[src/verilog/irq_ctrl_map.vh]
`ifndef IRQ_CTRL_MAP_VH
`define IRQ_CTRL_MAP_VH
// ==========================================
// Register indices (printed offsets), byte address = 4 * index
`define REG_PRIORITY_CTRL_A 16'hFEE8
`define REG_PRIORITY_CTRL_B 16'hFEE9
`define REG_PRIORITY_CTRL_C 16'hFEEA
`define REG_PIN_PENDING_FLAGS 16'hFEEB
`define REG_SENSE_CTRL_HIGH 16'hFEEC
`define REG_SENSE_CTRL_LOW 16'hFEED
`define REG_IRQ_STATUS 16'hFEF0
`define REG_IRQ_MASK 16'hFEF1
// ==========================================
// Reset values
`define RST_BYTE 8'h00
`define RST_PINS 3'h7
// ==========================================
// Priority bit positions
`define PA_EXT0 7
`define PA_EXT1 6
`define PA_EXT2 5
`define PA_XFER 2
`define PA_WDOG0 1
`define PA_WDOG1 0
`define PB_CONV 7
`define PB_FRT 6
`define PB_TMR1 2
`define PB_TMRXY 1
`define PC_SER0 7
`define PC_SER1 6
`define PC_TWC0 4
`define PC_TWC1 3
// ==========================================
// Sense modes (B,A)
`define SENSE_LOW 2'h0
`define SENSE_FALL 2'h1
`define SENSE_RISE 2'h2
`define SENSE_BOTH 2'h3
`define NUM_PINS 3
`define NUM_SRC 14
`endif

[src/verilog/pin_sense.v]
`timescale 1ns/1ps
`include "irq_ctrl_map.vh"
// ==========================================
// One pin: synchroniser, sense detect, pending flag
module pin_sense (
	input wire pclk,
	input wire presetn,
	input wire pin_async,
	input wire [1:0] sense_mode,
	input wire clr_by_write,
	input wire exc_ack,
	output wire pin_level,
	output wire set_event,
	output reg flag_r
);
	reg sync1_r;
	reg sync2_r;
	reg prev_r;
	reg flag_nxt;
	wire fall;
	wire rise;
	reg hit;

	// ==========================================
	// Two-stage synchroniser plus one history stage
	always @(posedge pclk or negedge presetn) begin
		if (!presetn) begin
			sync1_r <= 1'b1;
			sync2_r <= 1'b1;
			prev_r <= 1'b1;
		end else begin
			sync1_r <= pin_async;
			sync2_r <= sync1_r;
			prev_r <= sync2_r; // RULE9
		end
	end

	assign pin_level = sync2_r;
	assign fall = prev_r & ~sync2_r; // RULE9
	assign rise = ~prev_r & sync2_r; // RULE9

	always @* begin
		case (sense_mode) // RULE3
			`SENSE_LOW: hit = ~sync2_r;
			`SENSE_FALL: hit = fall;
			`SENSE_RISE: hit = rise;
			`SENSE_BOTH: hit = fall | rise;
			default: hit = 1'b0;
		endcase
	end
	assign set_event = hit;

	// Set wins over any clear in the same cycle
	always @* begin
		flag_nxt = flag_r;
		if (clr_by_write) begin
			flag_nxt = 1'b0; // RULE5
		end
		if (exc_ack && sense_mode == `SENSE_LOW && sync2_r) begin
			flag_nxt = 1'b0; // RULE6
		end
		if (exc_ack && sense_mode != `SENSE_LOW) begin
			flag_nxt = 1'b0; // RULE7
		end
		if (hit) begin
			flag_nxt = 1'b1; // RULE4
		end
	end

	always @(posedge pclk or negedge presetn) begin
		if (!presetn) begin
			flag_r <= 1'b0;
		end else begin
			flag_r <= flag_nxt;
		end
	end
endmodule // pin_sense

[src/verilog/ext_irq_sense_priority_ctrl.v]
`timescale 1ns/1ps
`include "irq_ctrl_map.vh"
// Operation
// RULE1 - A priority bit of 0 puts its source at control level 0, a 1 at control level 1.
// RULE2 - Priority bits map to sources: A 7/6/5 pins, 2 transfer, 1/0 watchdogs; B 7 conv, 6 FRT, 2 timer1, 1 timers XY; C 7/6 serial, 4/3 two-wire.
// RULE3 - Sense pair (B,A) selects 00 low level, 01 falling, 10 rising, 11 both edges.
// RULE4 - A pin's pending flag sets when the pin meets its selected sense condition.
// RULE5 - A pending flag is cleared by writing 0 after it was read as 1, and only so by software; the arm takes the access-phase flag, not the value read.
// RULE6 - In low-level mode exception handling clears the flag when the pin is high.
// RULE7 - In edge modes exception handling for the pin clears its flag.
// RULE8 - Writing 1 to a pending flag leaves it unchanged; only 0 acts.
// RULE9 - Pins are sampled on the clock and edges found from consecutive samples.
module ext_irq_sense_priority_ctrl (
	input wire pclk,
	input wire presetn,
	input wire psel,
	input wire penable,
	input wire pwrite,
	input wire [31:0] paddr,
	input wire [31:0] pwdata,
	input wire [3:0] pstrb,
	output reg [31:0] prdata,
	output wire pready,
	output wire pslverr,
	input wire [2:0] ext_interrupt_pin,
	input wire [2:0] exc_ack,
	output wire [2:0] pin_request,
	output wire [2:0] pin_priority,
	output wire [13:0] src_priority,
	output wire irq
);
	reg [7:0] priority_ctrl_a_r;
	reg [7:0] priority_ctrl_b_r;
	reg [7:0] priority_ctrl_c_r;
	reg [7:0] sense_ctrl_high_r;
	reg [7:0] sense_ctrl_low_r;
	reg [2:0] read_one_r;
	reg [2:0] status_r;
	reg [2:0] mask_r;
	reg [2:0] status_nxt;
	reg [2:0] read_one_nxt;
	wire [2:0] flag;
	wire [2:0] set_ev;
	wire [2:0] clr_wr;
	wire [2:0] status_clr;
	reg [31:0] prdata_nxt;
	wire prio_pin0;
	wire prio_pin1;
	wire prio_pin2;
	wire prio_xfer;
	wire prio_wdog0;
	wire prio_wdog1;
	wire prio_conv;
	wire prio_frt;
	wire prio_tmr1;
	wire prio_tmrxy;
	wire prio_ser0;
	wire prio_ser1;
	wire prio_twc0;
	wire prio_twc1;
	wire [29:0] idx;
	wire acc;
	wire wr;
	wire rd;
	wire sel_a;
	wire sel_b;
	wire sel_c;
	wire sel_f;
	wire sel_h;
	wire sel_l;
	wire sel_s;
	wire sel_m;
	wire mapped;

	// ==========================================
	// APB decode: zero-wait, word per register
	assign idx = paddr[31:2];
	assign acc = psel & penable;
	assign wr = acc & pwrite & pstrb[0];
	assign rd = acc & ~pwrite;
	assign sel_a = (idx == {14'h0000, `REG_PRIORITY_CTRL_A});
	assign sel_b = (idx == {14'h0000, `REG_PRIORITY_CTRL_B});
	assign sel_c = (idx == {14'h0000, `REG_PRIORITY_CTRL_C});
	assign sel_f = (idx == {14'h0000, `REG_PIN_PENDING_FLAGS});
	assign sel_h = (idx == {14'h0000, `REG_SENSE_CTRL_HIGH});
	assign sel_l = (idx == {14'h0000, `REG_SENSE_CTRL_LOW});
	assign sel_s = (idx == {14'h0000, `REG_IRQ_STATUS});
	assign sel_m = (idx == {14'h0000, `REG_IRQ_MASK});
	assign mapped = sel_a | sel_b | sel_c | sel_f | sel_h | sel_l | sel_s | sel_m;
	assign pready = 1'b1;
	assign pslverr = acc & ~mapped;

	// ==========================================
	// Control registers, one process each
	always @(posedge pclk or negedge presetn) begin
		if (!presetn) begin
			priority_ctrl_a_r <= `RST_BYTE;
		end else if (wr && sel_a) begin
			priority_ctrl_a_r <= pwdata[7:0]; // RULE1
		end
	end

	always @(posedge pclk or negedge presetn) begin
		if (!presetn) begin
			priority_ctrl_b_r <= `RST_BYTE;
		end else if (wr && sel_b) begin
			priority_ctrl_b_r <= pwdata[7:0]; // RULE1
		end
	end

	always @(posedge pclk or negedge presetn) begin
		if (!presetn) begin
			priority_ctrl_c_r <= `RST_BYTE;
		end else if (wr && sel_c) begin
			priority_ctrl_c_r <= pwdata[7:0]; // RULE1
		end
	end

	// Reserved byte kept as plain storage
	always @(posedge pclk or negedge presetn) begin
		if (!presetn) begin
			sense_ctrl_high_r <= `RST_BYTE;
		end else if (wr && sel_h) begin
			sense_ctrl_high_r <= pwdata[7:0];
		end
	end

	// Top two bits unused, always read 0
	always @(posedge pclk or negedge presetn) begin
		if (!presetn) begin
			sense_ctrl_low_r <= `RST_BYTE;
		end else if (wr && sel_l) begin
			sense_ctrl_low_r <= {2'h0, pwdata[5:0]}; // RULE3
		end
	end

	always @(posedge pclk or negedge presetn) begin
		if (!presetn) begin
			mask_r <= 3'h0;
		end else if (wr && sel_m) begin
			mask_r <= pwdata[2:0];
		end
	end

	// ==========================================
	// Per-pin sense and pending flags
	genvar g;
	generate
		for (g = 0; g < `NUM_PINS; g = g + 1) begin : g_pin
			// Write of 0 only clears a flag that was 1 in the access phase of an earlier read
			assign clr_wr[g] = wr & sel_f & ~pwdata[g] & read_one_r[g]; // RULE5 RULE8
			pin_sense u_pin (
				.pclk(pclk),
				.presetn(presetn),
				.pin_async(ext_interrupt_pin[g]),
				.sense_mode(sense_ctrl_low_r[2 * g +: 2]), // RULE3
				.clr_by_write(clr_wr[g]),
				.exc_ack(exc_ack[g]),
				.pin_level(),
				.set_event(set_ev[g]),
				.flag_r(flag[g])
			);
		end
	endgenerate

	// Read-as-1 arm; disarmed once the flag is gone
	always @* begin
		read_one_nxt = read_one_r & flag;
		if (rd && sel_f) begin
			read_one_nxt = read_one_nxt | flag; // RULE5
		end
		if (wr && sel_f) begin
			read_one_nxt = read_one_nxt & ~clr_wr;
		end
	end

	// ==========================================
	// Sticky status: set wins over write-one clear
	assign status_clr = (wr && sel_s) ? pwdata[2:0] : 3'h0;

	always @* begin
		status_nxt = status_r & ~status_clr;
		status_nxt = status_nxt | set_ev;
	end

	always @(posedge pclk or negedge presetn) begin
		if (!presetn) begin
			read_one_r <= 3'h0;
		end else begin
			read_one_r <= read_one_nxt;
		end
	end

	// Level mode keeps re-setting status while the pin stays low
	always @(posedge pclk or negedge presetn) begin
		if (!presetn) begin
			status_r <= 3'h0;
		end else begin
			status_r <= status_nxt;
		end
	end

	assign irq = |(status_r & mask_r);
	assign pin_request = flag;

	// ==========================================
	// Priority level per source
	assign prio_pin0 = priority_ctrl_a_r[`PA_EXT0]; // RULE2
	assign prio_pin1 = priority_ctrl_a_r[`PA_EXT1]; // RULE2
	assign prio_pin2 = priority_ctrl_a_r[`PA_EXT2]; // RULE2
	assign prio_xfer = priority_ctrl_a_r[`PA_XFER]; // RULE2
	assign prio_wdog0 = priority_ctrl_a_r[`PA_WDOG0]; // RULE2
	assign prio_wdog1 = priority_ctrl_a_r[`PA_WDOG1]; // RULE2
	assign prio_conv = priority_ctrl_b_r[`PB_CONV]; // RULE2
	assign prio_frt = priority_ctrl_b_r[`PB_FRT]; // RULE2
	assign prio_tmr1 = priority_ctrl_b_r[`PB_TMR1]; // RULE2
	assign prio_tmrxy = priority_ctrl_b_r[`PB_TMRXY]; // RULE2
	assign prio_ser0 = priority_ctrl_c_r[`PC_SER0]; // RULE2
	assign prio_ser1 = priority_ctrl_c_r[`PC_SER1]; // RULE2
	assign prio_twc0 = priority_ctrl_c_r[`PC_TWC0]; // RULE2
	assign prio_twc1 = priority_ctrl_c_r[`PC_TWC1]; // RULE2

	assign pin_priority = {
		prio_pin2,
		prio_pin1,
		prio_pin0
	}; // RULE1
	// Unused bit positions of the three bytes stay plain storage
	assign src_priority = {
		prio_twc1,
		prio_twc0,
		prio_ser1,
		prio_ser0,
		prio_tmrxy,
		prio_tmr1,
		prio_frt,
		prio_conv,
		prio_wdog1,
		prio_wdog0,
		prio_xfer,
		prio_pin2,
		prio_pin1,
		prio_pin0
	}; // RULE2

	// ==========================================
	// Read mux, registered data lane
	// Select is a pure function of the setup-phase address
	always @* begin
		prdata_nxt = 32'h00000000;
		case (1'b1)
			sel_a: prdata_nxt[7:0] = priority_ctrl_a_r;
			sel_b: prdata_nxt[7:0] = priority_ctrl_b_r;
			sel_c: prdata_nxt[7:0] = priority_ctrl_c_r;
			sel_f: prdata_nxt[7:0] = {5'h00, flag};
			sel_h: prdata_nxt[7:0] = sense_ctrl_high_r;
			sel_l: prdata_nxt[7:0] = sense_ctrl_low_r;
			sel_s: prdata_nxt[7:0] = {5'h00, status_r};
			sel_m: prdata_nxt[7:0] = {5'h00, mask_r};
			default: prdata_nxt = 32'h00000000;
		endcase
	end

	// Loaded in setup so the access phase needs no wait state
	always @(posedge pclk or negedge presetn) begin
		if (!presetn) begin
			prdata <= 32'h00000000;
		end else if (psel && !penable && !pwrite) begin
			prdata <= prdata_nxt;
		end
	end
endmodule // ext_irq_sense_priority_ctrl

[config.mk]
export PLATFORM = sky130hd
export DESIGN_NAME = ext_irq_sense_priority_ctrl
export DESIGN_NICKNAME = d
export VERILOG_FILES = /design/src/verilog/pin_sense.v /design/src/verilog/ext_irq_sense_priority_ctrl.v
export VERILOG_INCLUDE_DIRS = /design/src /design/src/verilog
export SDC_FILE = /design/constraint.sdc
export NUM_CORES = 1
export LEC_CHECK = 0
export BUFFER_PORTS_ARGS = -buffer_cell sky130_fd_sc_hd__buf_2
export CAP_MARGIN = 10
export CORE_MARGIN = 2
export CORE_UTILIZATION = 35
export CTS_BUF_LIST = sky130_fd_sc_hd__clkbuf_8
export CTS_CLUSTER_SIZE = 16
export DETAILED_ROUTE_END_ITERATION = 7
export GPL_TIMING_DRIVEN = 0
export PLACE_DENSITY_LB_ADDON = 0.12
export SLEW_MARGIN = 10
export SYNTH_ARGS = -nofsm -noshare
export SYNTH_HDL_FRONTEND = slang
export SYNTH_SLANG_ARGS = --single-unit
[constraint.sdc]
create_clock -name pclk -period 1.8 [get_ports pclk]
set_input_delay 0.36 -clock pclk [delete_from_list [all_inputs] [get_ports pclk]]
set_output_delay 0.36 -clock pclk [all_outputs]
set_load 0.02 [all_outputs]
==> results_dict.tcl, run 1 <==
set metrics [dict create \
    post_drt_wl_per_cell_um 16.7 \
    timing.rr.start "g_pin[1].u_pin.prev_r" \
    fp-row-count 38 \
    antenna_left 0 \
    gp_congestion 0.840 \
    ios 134 \
    switching_power_mw 0.796 \
    synth_cells 340 \
    drc 0 \
    dp_slack_ns -0.688 \
    antenna_found_initial 1 \
    syn_area_sq_mm 0.00383 \
    outcome "complete, but fails checks" \
    die_h_um 109 \
    rsz0062_at_grt "true" \
    min_from "ext_interrupt_pin[1]" \
    drtIter0Drc 217 \
    hold_violations 0 \
    worstHoldEndpoint "g_pin[1].u_pin.sync1_r" \
    violations "setup timing" \
    die_area_sq_mm 0.0118 \
    start_kind "input port" \
    synth-edff-count 0 \
    powerDensity_mw_per_mm2 602 \
    p_total_mw 3.19 \
    final_cell_mix "buf_2 (71), buf_4 (62), dfrtp_1 (58)" \
    critical_path_peak_fanout 4 \
    ys.flop_type "dfrtp_1" \
    ctsLongestPathBuffers 2 \
    fin_ws_ns -0.0352 \
    timing.slew.headroom_pct 52.7 \
    grt_pass1_vias 2865 \
    rrSetupSlack_ns 0.35 \
    critPathKind "input port to register" \
    ys_async_sr_fraction_pct 100 \
    core_area_sq_mm 0.0107 \
    worstMarginPinSlew_ns 0.708 \
    dr.pass1.iters 8 \
    max_freq_ghz 0.545 \
    final_common_cell "buf_2" \
    grt-ovfl-total 0 \
    path_clk_slew_ns 0.07 \
    drive_gt1_share_pct 52.8 \
    grt_pass1_wl_mm 15.5 \
    ys_seq_area_share_pct 44.1 \
    min_delay_path_depth 1 \
    power_frac_clock_pct 39.5 \
    setup_viol 10 \
    peakVddDrop_mv 0.265 \
    num_antenna_cells 0 \
    clk_latency_ns 0.34 \
    worstPathArrival_ns 2.06 \
    syn_area_per_cell_sq_um 11.3 \
    ys_types 53 \
    placed_area_sq_mm 0.00458 \
    seqPwrFrac_pct 48.3 \
    grt_max_degree 36 \
    ctsHtreeMaxLevel 3 \
    period_share_pct 102 \
    yosys_warnings 0 \
    cts_tree "yes" \
    required_ns 2.03 \
    cp-end-kind "register" \
    vias 3123 \
    combPwrFrac_pct 12.2 \
    fin_setup_tns_ns -0.227 \
    cts-root-buf "clkbuf_8" \
    p_int_mw 2.39 \
    slew_viol_final 0 \
    r2r_cells 6 \
    viasPerCell 4.98 \
    cts_made_buffers 9 \
    fin_area_sq_mm 0.00529 \
    wl_mm 10.4 \
    ys_ff_latch 67 \
    hpwl_mm 7.37 \
    clock_skew_ns 0.00863 \
    r2r_end "g_pin[1].u_pin.flag_r" \
    maxCapViolations 0 \
    fin_crit_ns 1.84 \
    hold_class "input port to register" \
    initial_core_util_pct 35.6 \
    cts_sinks 67 \
    fin_nets 567 \
    fin_util_pct 49.2 \
    globalRouteTotalUtil_pct 17.5 \
    swShare_pct 25.0 \
    power_leakage_nw 2.64 \
    areaGrowthSynthToFinish_pct 38.1 \
    io_buffer_count 78 \
    die_w_um 109 \
]
worst max-delay path, cell delays in order:
cell and delay [ns]:
buf_6 0.09, and4bb_2 0.33, nand4_4 0.15, buf_6 0.17, buf_6 0.12, nor4_4 0.34
buf_6 0.19, mux2_4 0.30
repair_timing:
item | in CTS | in global routing
hold buffers | 1 | 0
setup endpoints to repair | 47 | 34
pin swaps | 6 | 10
gates resized for setup | 6 | 73
hold endpoints to repair | 23 | 0
setup buffers | 16 | 12
synth_stat cells, drive strengths merged, types with 3 or more instances:
cell	instances	share of area (%)
nand3b	6	1.2
o22ai	5	0.82
nor2b	7	1.1
o41ai	3	0.69
buf	47	9.1
or3b	4	0.92
o31ai	4	0.78
nand3	3	0.72
clkbuf	8	0.78
o211ai	3	0.59
dfrtp	58	38
inv	13	1.3
nand2b	3	0.49
a221oi	3	0.69
nor3	5	0.65
mux2i	11	2.9
nor2	3	0.29
o2111ai	4	0.91
nand2	30	2.9
dfstp	9	6.2
o21ai	4	0.52
nand4	4	1.0
o221a	3	0.88
mux2	43	13
ha	6	2.0
nor4	12	4.4
a21oi	12	1.6
kinds of logic (layout without fill, tap and decap cells):
group / Yosys count / in the layout / synth area share [%]
multiplexers: 54 / 54 / 15.5
AND/OR/NAND/NOR: 93 / 93 / 17.6
other: 2 / 25 / 0.196
flip-flops: 67 / 67 / 44.1
adder cells (fa/ha/maj): 6 / 6 / 1.96
AO/OA/AOI/OAI: 50 / 50 / 9.41
buffers and inverters: 68 / 192 / 11.2
final cells by class:
| class | count | area (sq um) |
|---|---|---|
| clock inverters | 5 | 46.3 |
| plain buffers | 55 | 434 |
| inverters | 13 | 48.8 |
| well taps | 140 | 175 |
| clock buffers | 11 | 151 |
| flip-flops and latches | 67 | 1690 |
| fillers | 977 | 5460 |
| repair buffers | 108 | 721 |
| multi-input cells | 228 | 2020 |
how the worst max path moves through the flow:
stage,from,end,slack [ns],cells after the start
finish,paddr[10],priority_ctrl_b_r[5],-0.04,8
global route,paddr[5],pslverr,-0.07,6
CTS,paddr[30],pslverr,-0.25,7
detailed placement,paddr[3],priority_ctrl_b_r[5],-0.69,5
global placement,paddr[3],priority_ctrl_b_r[5],-0.67,5
floorplan,paddr[19],priority_ctrl_a_r[0],-0.15,4
sequential cells by signal (all words and copies together) (netlist names):
| signal | flops |
|---|---|
| read_one_r | 3 |
| sense_ctrl_high_r | 8 |
| sense_ctrl_low_r | 6 |
| mask_r | 3 |
| priority_ctrl_c_r | 8 |
| prdata | 8 |
| priority_ctrl_b_r | 8 |
| g_pin.u_pin.prev_r | 3 |
| g_pin.u_pin.pin_level | 3 |
| priority_ctrl_a_r | 8 |
| g_pin.u_pin.flag_r | 3 |
| g_pin.u_pin.sync1_r | 3 |
| status_r | 3 |
metal layers:
layer  up-vias  track usage, %  part of all wire [%]
met2       149            27.6                    46
met5         -               0                     0
met4         0            6.96                   2.1
met1      1483            23.4                    43
li1       1470               -                     -
met3        21            3.92                   8.4
power groups by stage:
stage,Combinational (mW),Clock [mW],Sequential (mW)
3_3_place_gp,0.344,0,1.57
6_report,0.388,1.26,1.54
2_1_floorplan,0.202,0,1.56
4_1_cts,0.360,1.28,1.54
3_5_place_dp,0.355,0,1.57
5_1_grt,0.425,1.36,1.54
metrics by stage:
step / instances / hold slack (ns)
floorplan: 363 / 0.0644
global placement: 581 / 0.346
detailed placement: 582 / 0.340
CTS: 615 / 0.102
global route: 627 / 0.104
finish: 627 / 0.113
(Power assumes the default switching activity.)
==> run 2: changes to the inputs <==
--- a/config.mk
+++ b/config.mk
@@ -8,12 +8,15 @@
 export LEC_CHECK = 0
 export BUFFER_PORTS_ARGS = -buffer_cell sky130_fd_sc_hd__buf_2
 export CAP_MARGIN = 10
+export CELL_PAD_IN_SITES_DETAIL_PLACEMENT = 0
+export CELL_PAD_IN_SITES_GLOBAL_PLACEMENT = 2
 export CORE_MARGIN = 2
-export CORE_UTILIZATION = 35
+export CORE_UTILIZATION = 29
 export CTS_BUF_LIST = sky130_fd_sc_hd__clkbuf_8
 export CTS_CLUSTER_SIZE = 16
 export DETAILED_ROUTE_END_ITERATION = 7
 export GPL_TIMING_DRIVEN = 0
+export MAX_ROUTING_LAYER = met4
 export PLACE_DENSITY_LB_ADDON = 0.12
 export SLEW_MARGIN = 10
 export SYNTH_ARGS = -nofsm -noshare
==> results_dict.tcl, run 2 (synthesized netlist as in run 1, its figures left out) <==
set metrics [dict create \
    outcome "complete, but fails checks" \
    violations "setup timing" \
    required_ns 1.44 \
    cts_sinks 67 \
    placed_area_sq_mm 0.00462 \
    setup_viol 2 \
    combPwrFrac_pct 12.1 \
    fin_ws_ns -0.00394 \
    drtIter0Drc 185 \
    whs_ns 0.0979 \
    seqPwrFrac_pct 48.6 \
    hpwl_mm 7.84 \
    fin_nets 567 \
    areaGrowthSynthToFinish_pct 39.3 \
    power_frac_clock_pct 39.3 \
    cp-end-kind "primary output" \
    fin_util_pct 41.8 \
    swShare_pct 26.8 \
    period_share_pct 100 \
    worstPathArrival_ns 1.44 \
    ios 134 \
    start_kind "input port" \
    die_w_um 119 \
    cp_slowest_cell "nor4_4" \
    ctsLongestPathBuffers 2 \
    cp_top_family "simple AND/OR/NAND/NOR gates" \
    dr.pass1.iters 4 \
    path_clk_slew_ns 0.08 \
    switching_power_mw 0.850 \
    viasPerCell 4.72 \
    maxCapViolations 0 \
    gp_congestion 0.830 \
    cp_common_cell "buf_6" \
    max_freq_ghz 0.554 \
    slowest_delay_ns 0.34 \
    power_leakage_nw 2.62 \
    fp-row-count 41 \
    die_h_um 119 \
    cp_cell_sequence "buf_6, nor4_4, nand3_4, buf_8, nor3_4, nor2_2, buf_6" \
    drc 0 \
    core_area_sq_mm 0.0128 \
    hold_class "input port to register" \
    final_common_cell "buf_2" \
    num-fill-cells 1239 \
    ctsHtreeMaxLevel 3 \
    cts_tree "yes" \
    slew_viol_final 0 \
    antenna_found_initial 0 \
    crit_buf_inv 3 \
    critical_path_peak_fanout 3 \
    timing.slew.headroom_pct 56.7 \
    grt_pass1_vias 3142 \
    p_int_mw 2.32 \
    grt_max_degree 42 \
    clk_latency_ns 0.35 \
    post_drt_wl_per_cell_um 16.9 \
    grt-ovfl-total 0 \
    globalRouteTotalUtil_pct 16.3 \
    worstMarginPinSlew_ns 0.650 \
    vias 3108 \
    cts-root-buf "clkbuf_8" \
    initial_core_util_pct 30.0 \
    powerDensity_mw_per_mm2 594 \
    cts_made_buffers 9 \
    num_antenna_cells 0 \
    rsz0062_at_grt "true" \
    antenna_left 0 \
    die_area_sq_mm 0.0141 \
    io_buffer_count 78 \
    clock_skew_ns 0.00623 \
    fin_area_sq_mm 0.00533 \
    fin_crit_ns 1.80 \
    wl_mm 11.1 \
    grt_pass1_wl_mm 17.1 \
    critPathKind "input port to primary output" \
    peakVddDrop_mv 0.402 \
    hold_violations 0 \
    final_cell_mix "buf_2 (69), buf_4 (62), dfrtp_1 (58)" \
    drive_gt1_share_pct 52.6 \
]
==> run 2: cell types whose count changed in the layout (fill, tap and decap cells not counted), moves of 2 or more <==
cell        previous run  this run
clkinvlp_4             0         2
buf_2                 71        69
clkbuf_8              11         9
or3b_4                 3         1
clkinv_2               1         3
or3b_1                 0         2
inv_1                 16        13
==> run 2: what timing repair did <==
action | 4_1_cts | 5_1_grt
buffers inserted | 17 | 11
setup endpoints to repair | 48 | 39
hold endpoints to repair | 26 | 0
resized for setup | 8 | 68
hold buffers | 1 | 0
pin swaps | 7 | 12
==> run 2: stage by stage <==
| stage | power, mW | setup TNS (ns) | instances | setup WS (ns) |
|---|---|---|---|---|
| after global routing | 3.32 | -0.470 | 659 | -0.0645 |
| after CTS | 3.20 | -0.327 | 648 | -0.204 |
| after global placement | 1.92 | -33.22 | 613 | -0.718 |
| final | 3.17 | -0.00589 | 659 | -0.00394 |
| after detailed placement | 1.93 | -32.49 | 614 | -0.729 |
| after floorplan | 1.77 | -4.97 | 363 | -0.148 |
==> run 2: worst paths after layout <==
kind	startpoint	depth (start not counted)	slack, ns	to
setup / recovery	paddr[27]	7	-0.004	pslverr
hold / removal	ext_interrupt_pin[1]	1	0.1	g_pin[1].u_pin.sync1_r
setup reg to reg	g_pin[1].u_pin.flag_r	4	0.24	prdata[1]
hold reg to reg	g_pin[0].u_pin.sync1_r	0	0.36	g_pin[0].u_pin.pin_level
max in group asynchronous	presetn	3	0.70	g_pin[1].u_pin.pin_level
min in group asynchronous	presetn	2	0.48	priority_ctrl_b_r[6]
==> run 2: cell type report <==
cell class	count	area (sq um)	area share, %
clock inverters	7	68.8	1.29
clock buffers	9	124	2.32
inverters	13	48.8	0.915
flip-flops and latches	67	1690	31.6
well taps	172	215	4.03
multi-input cells	228	2010	37.7
repair buffers	108	749	14.1
plain buffers	55	428	8.02
==> run 2: metal layers <==
layer  track usage (%)  part of all wire, %  routed length (um)  vias up
li1                  -                    -                   -     1460
met1              21.4                   47                5210     1539
met2              25.6                   48                5360       90
met3              3.21                  3.5                 393       19
met4              4.69                  1.3                 150        0
met5                 -                    0                   0        -
==> run 2: power by group through the flow <==
stage	combinational [mW]	clock [mW]	sequential, mW
floorplan	0.202	0	1.56
global placement	0.352	0	1.57
detailed placement	0.360	0	1.57
CTS	0.365	1.30	1.54
global route	0.422	1.36	1.54
finish	0.384	1.25	1.54
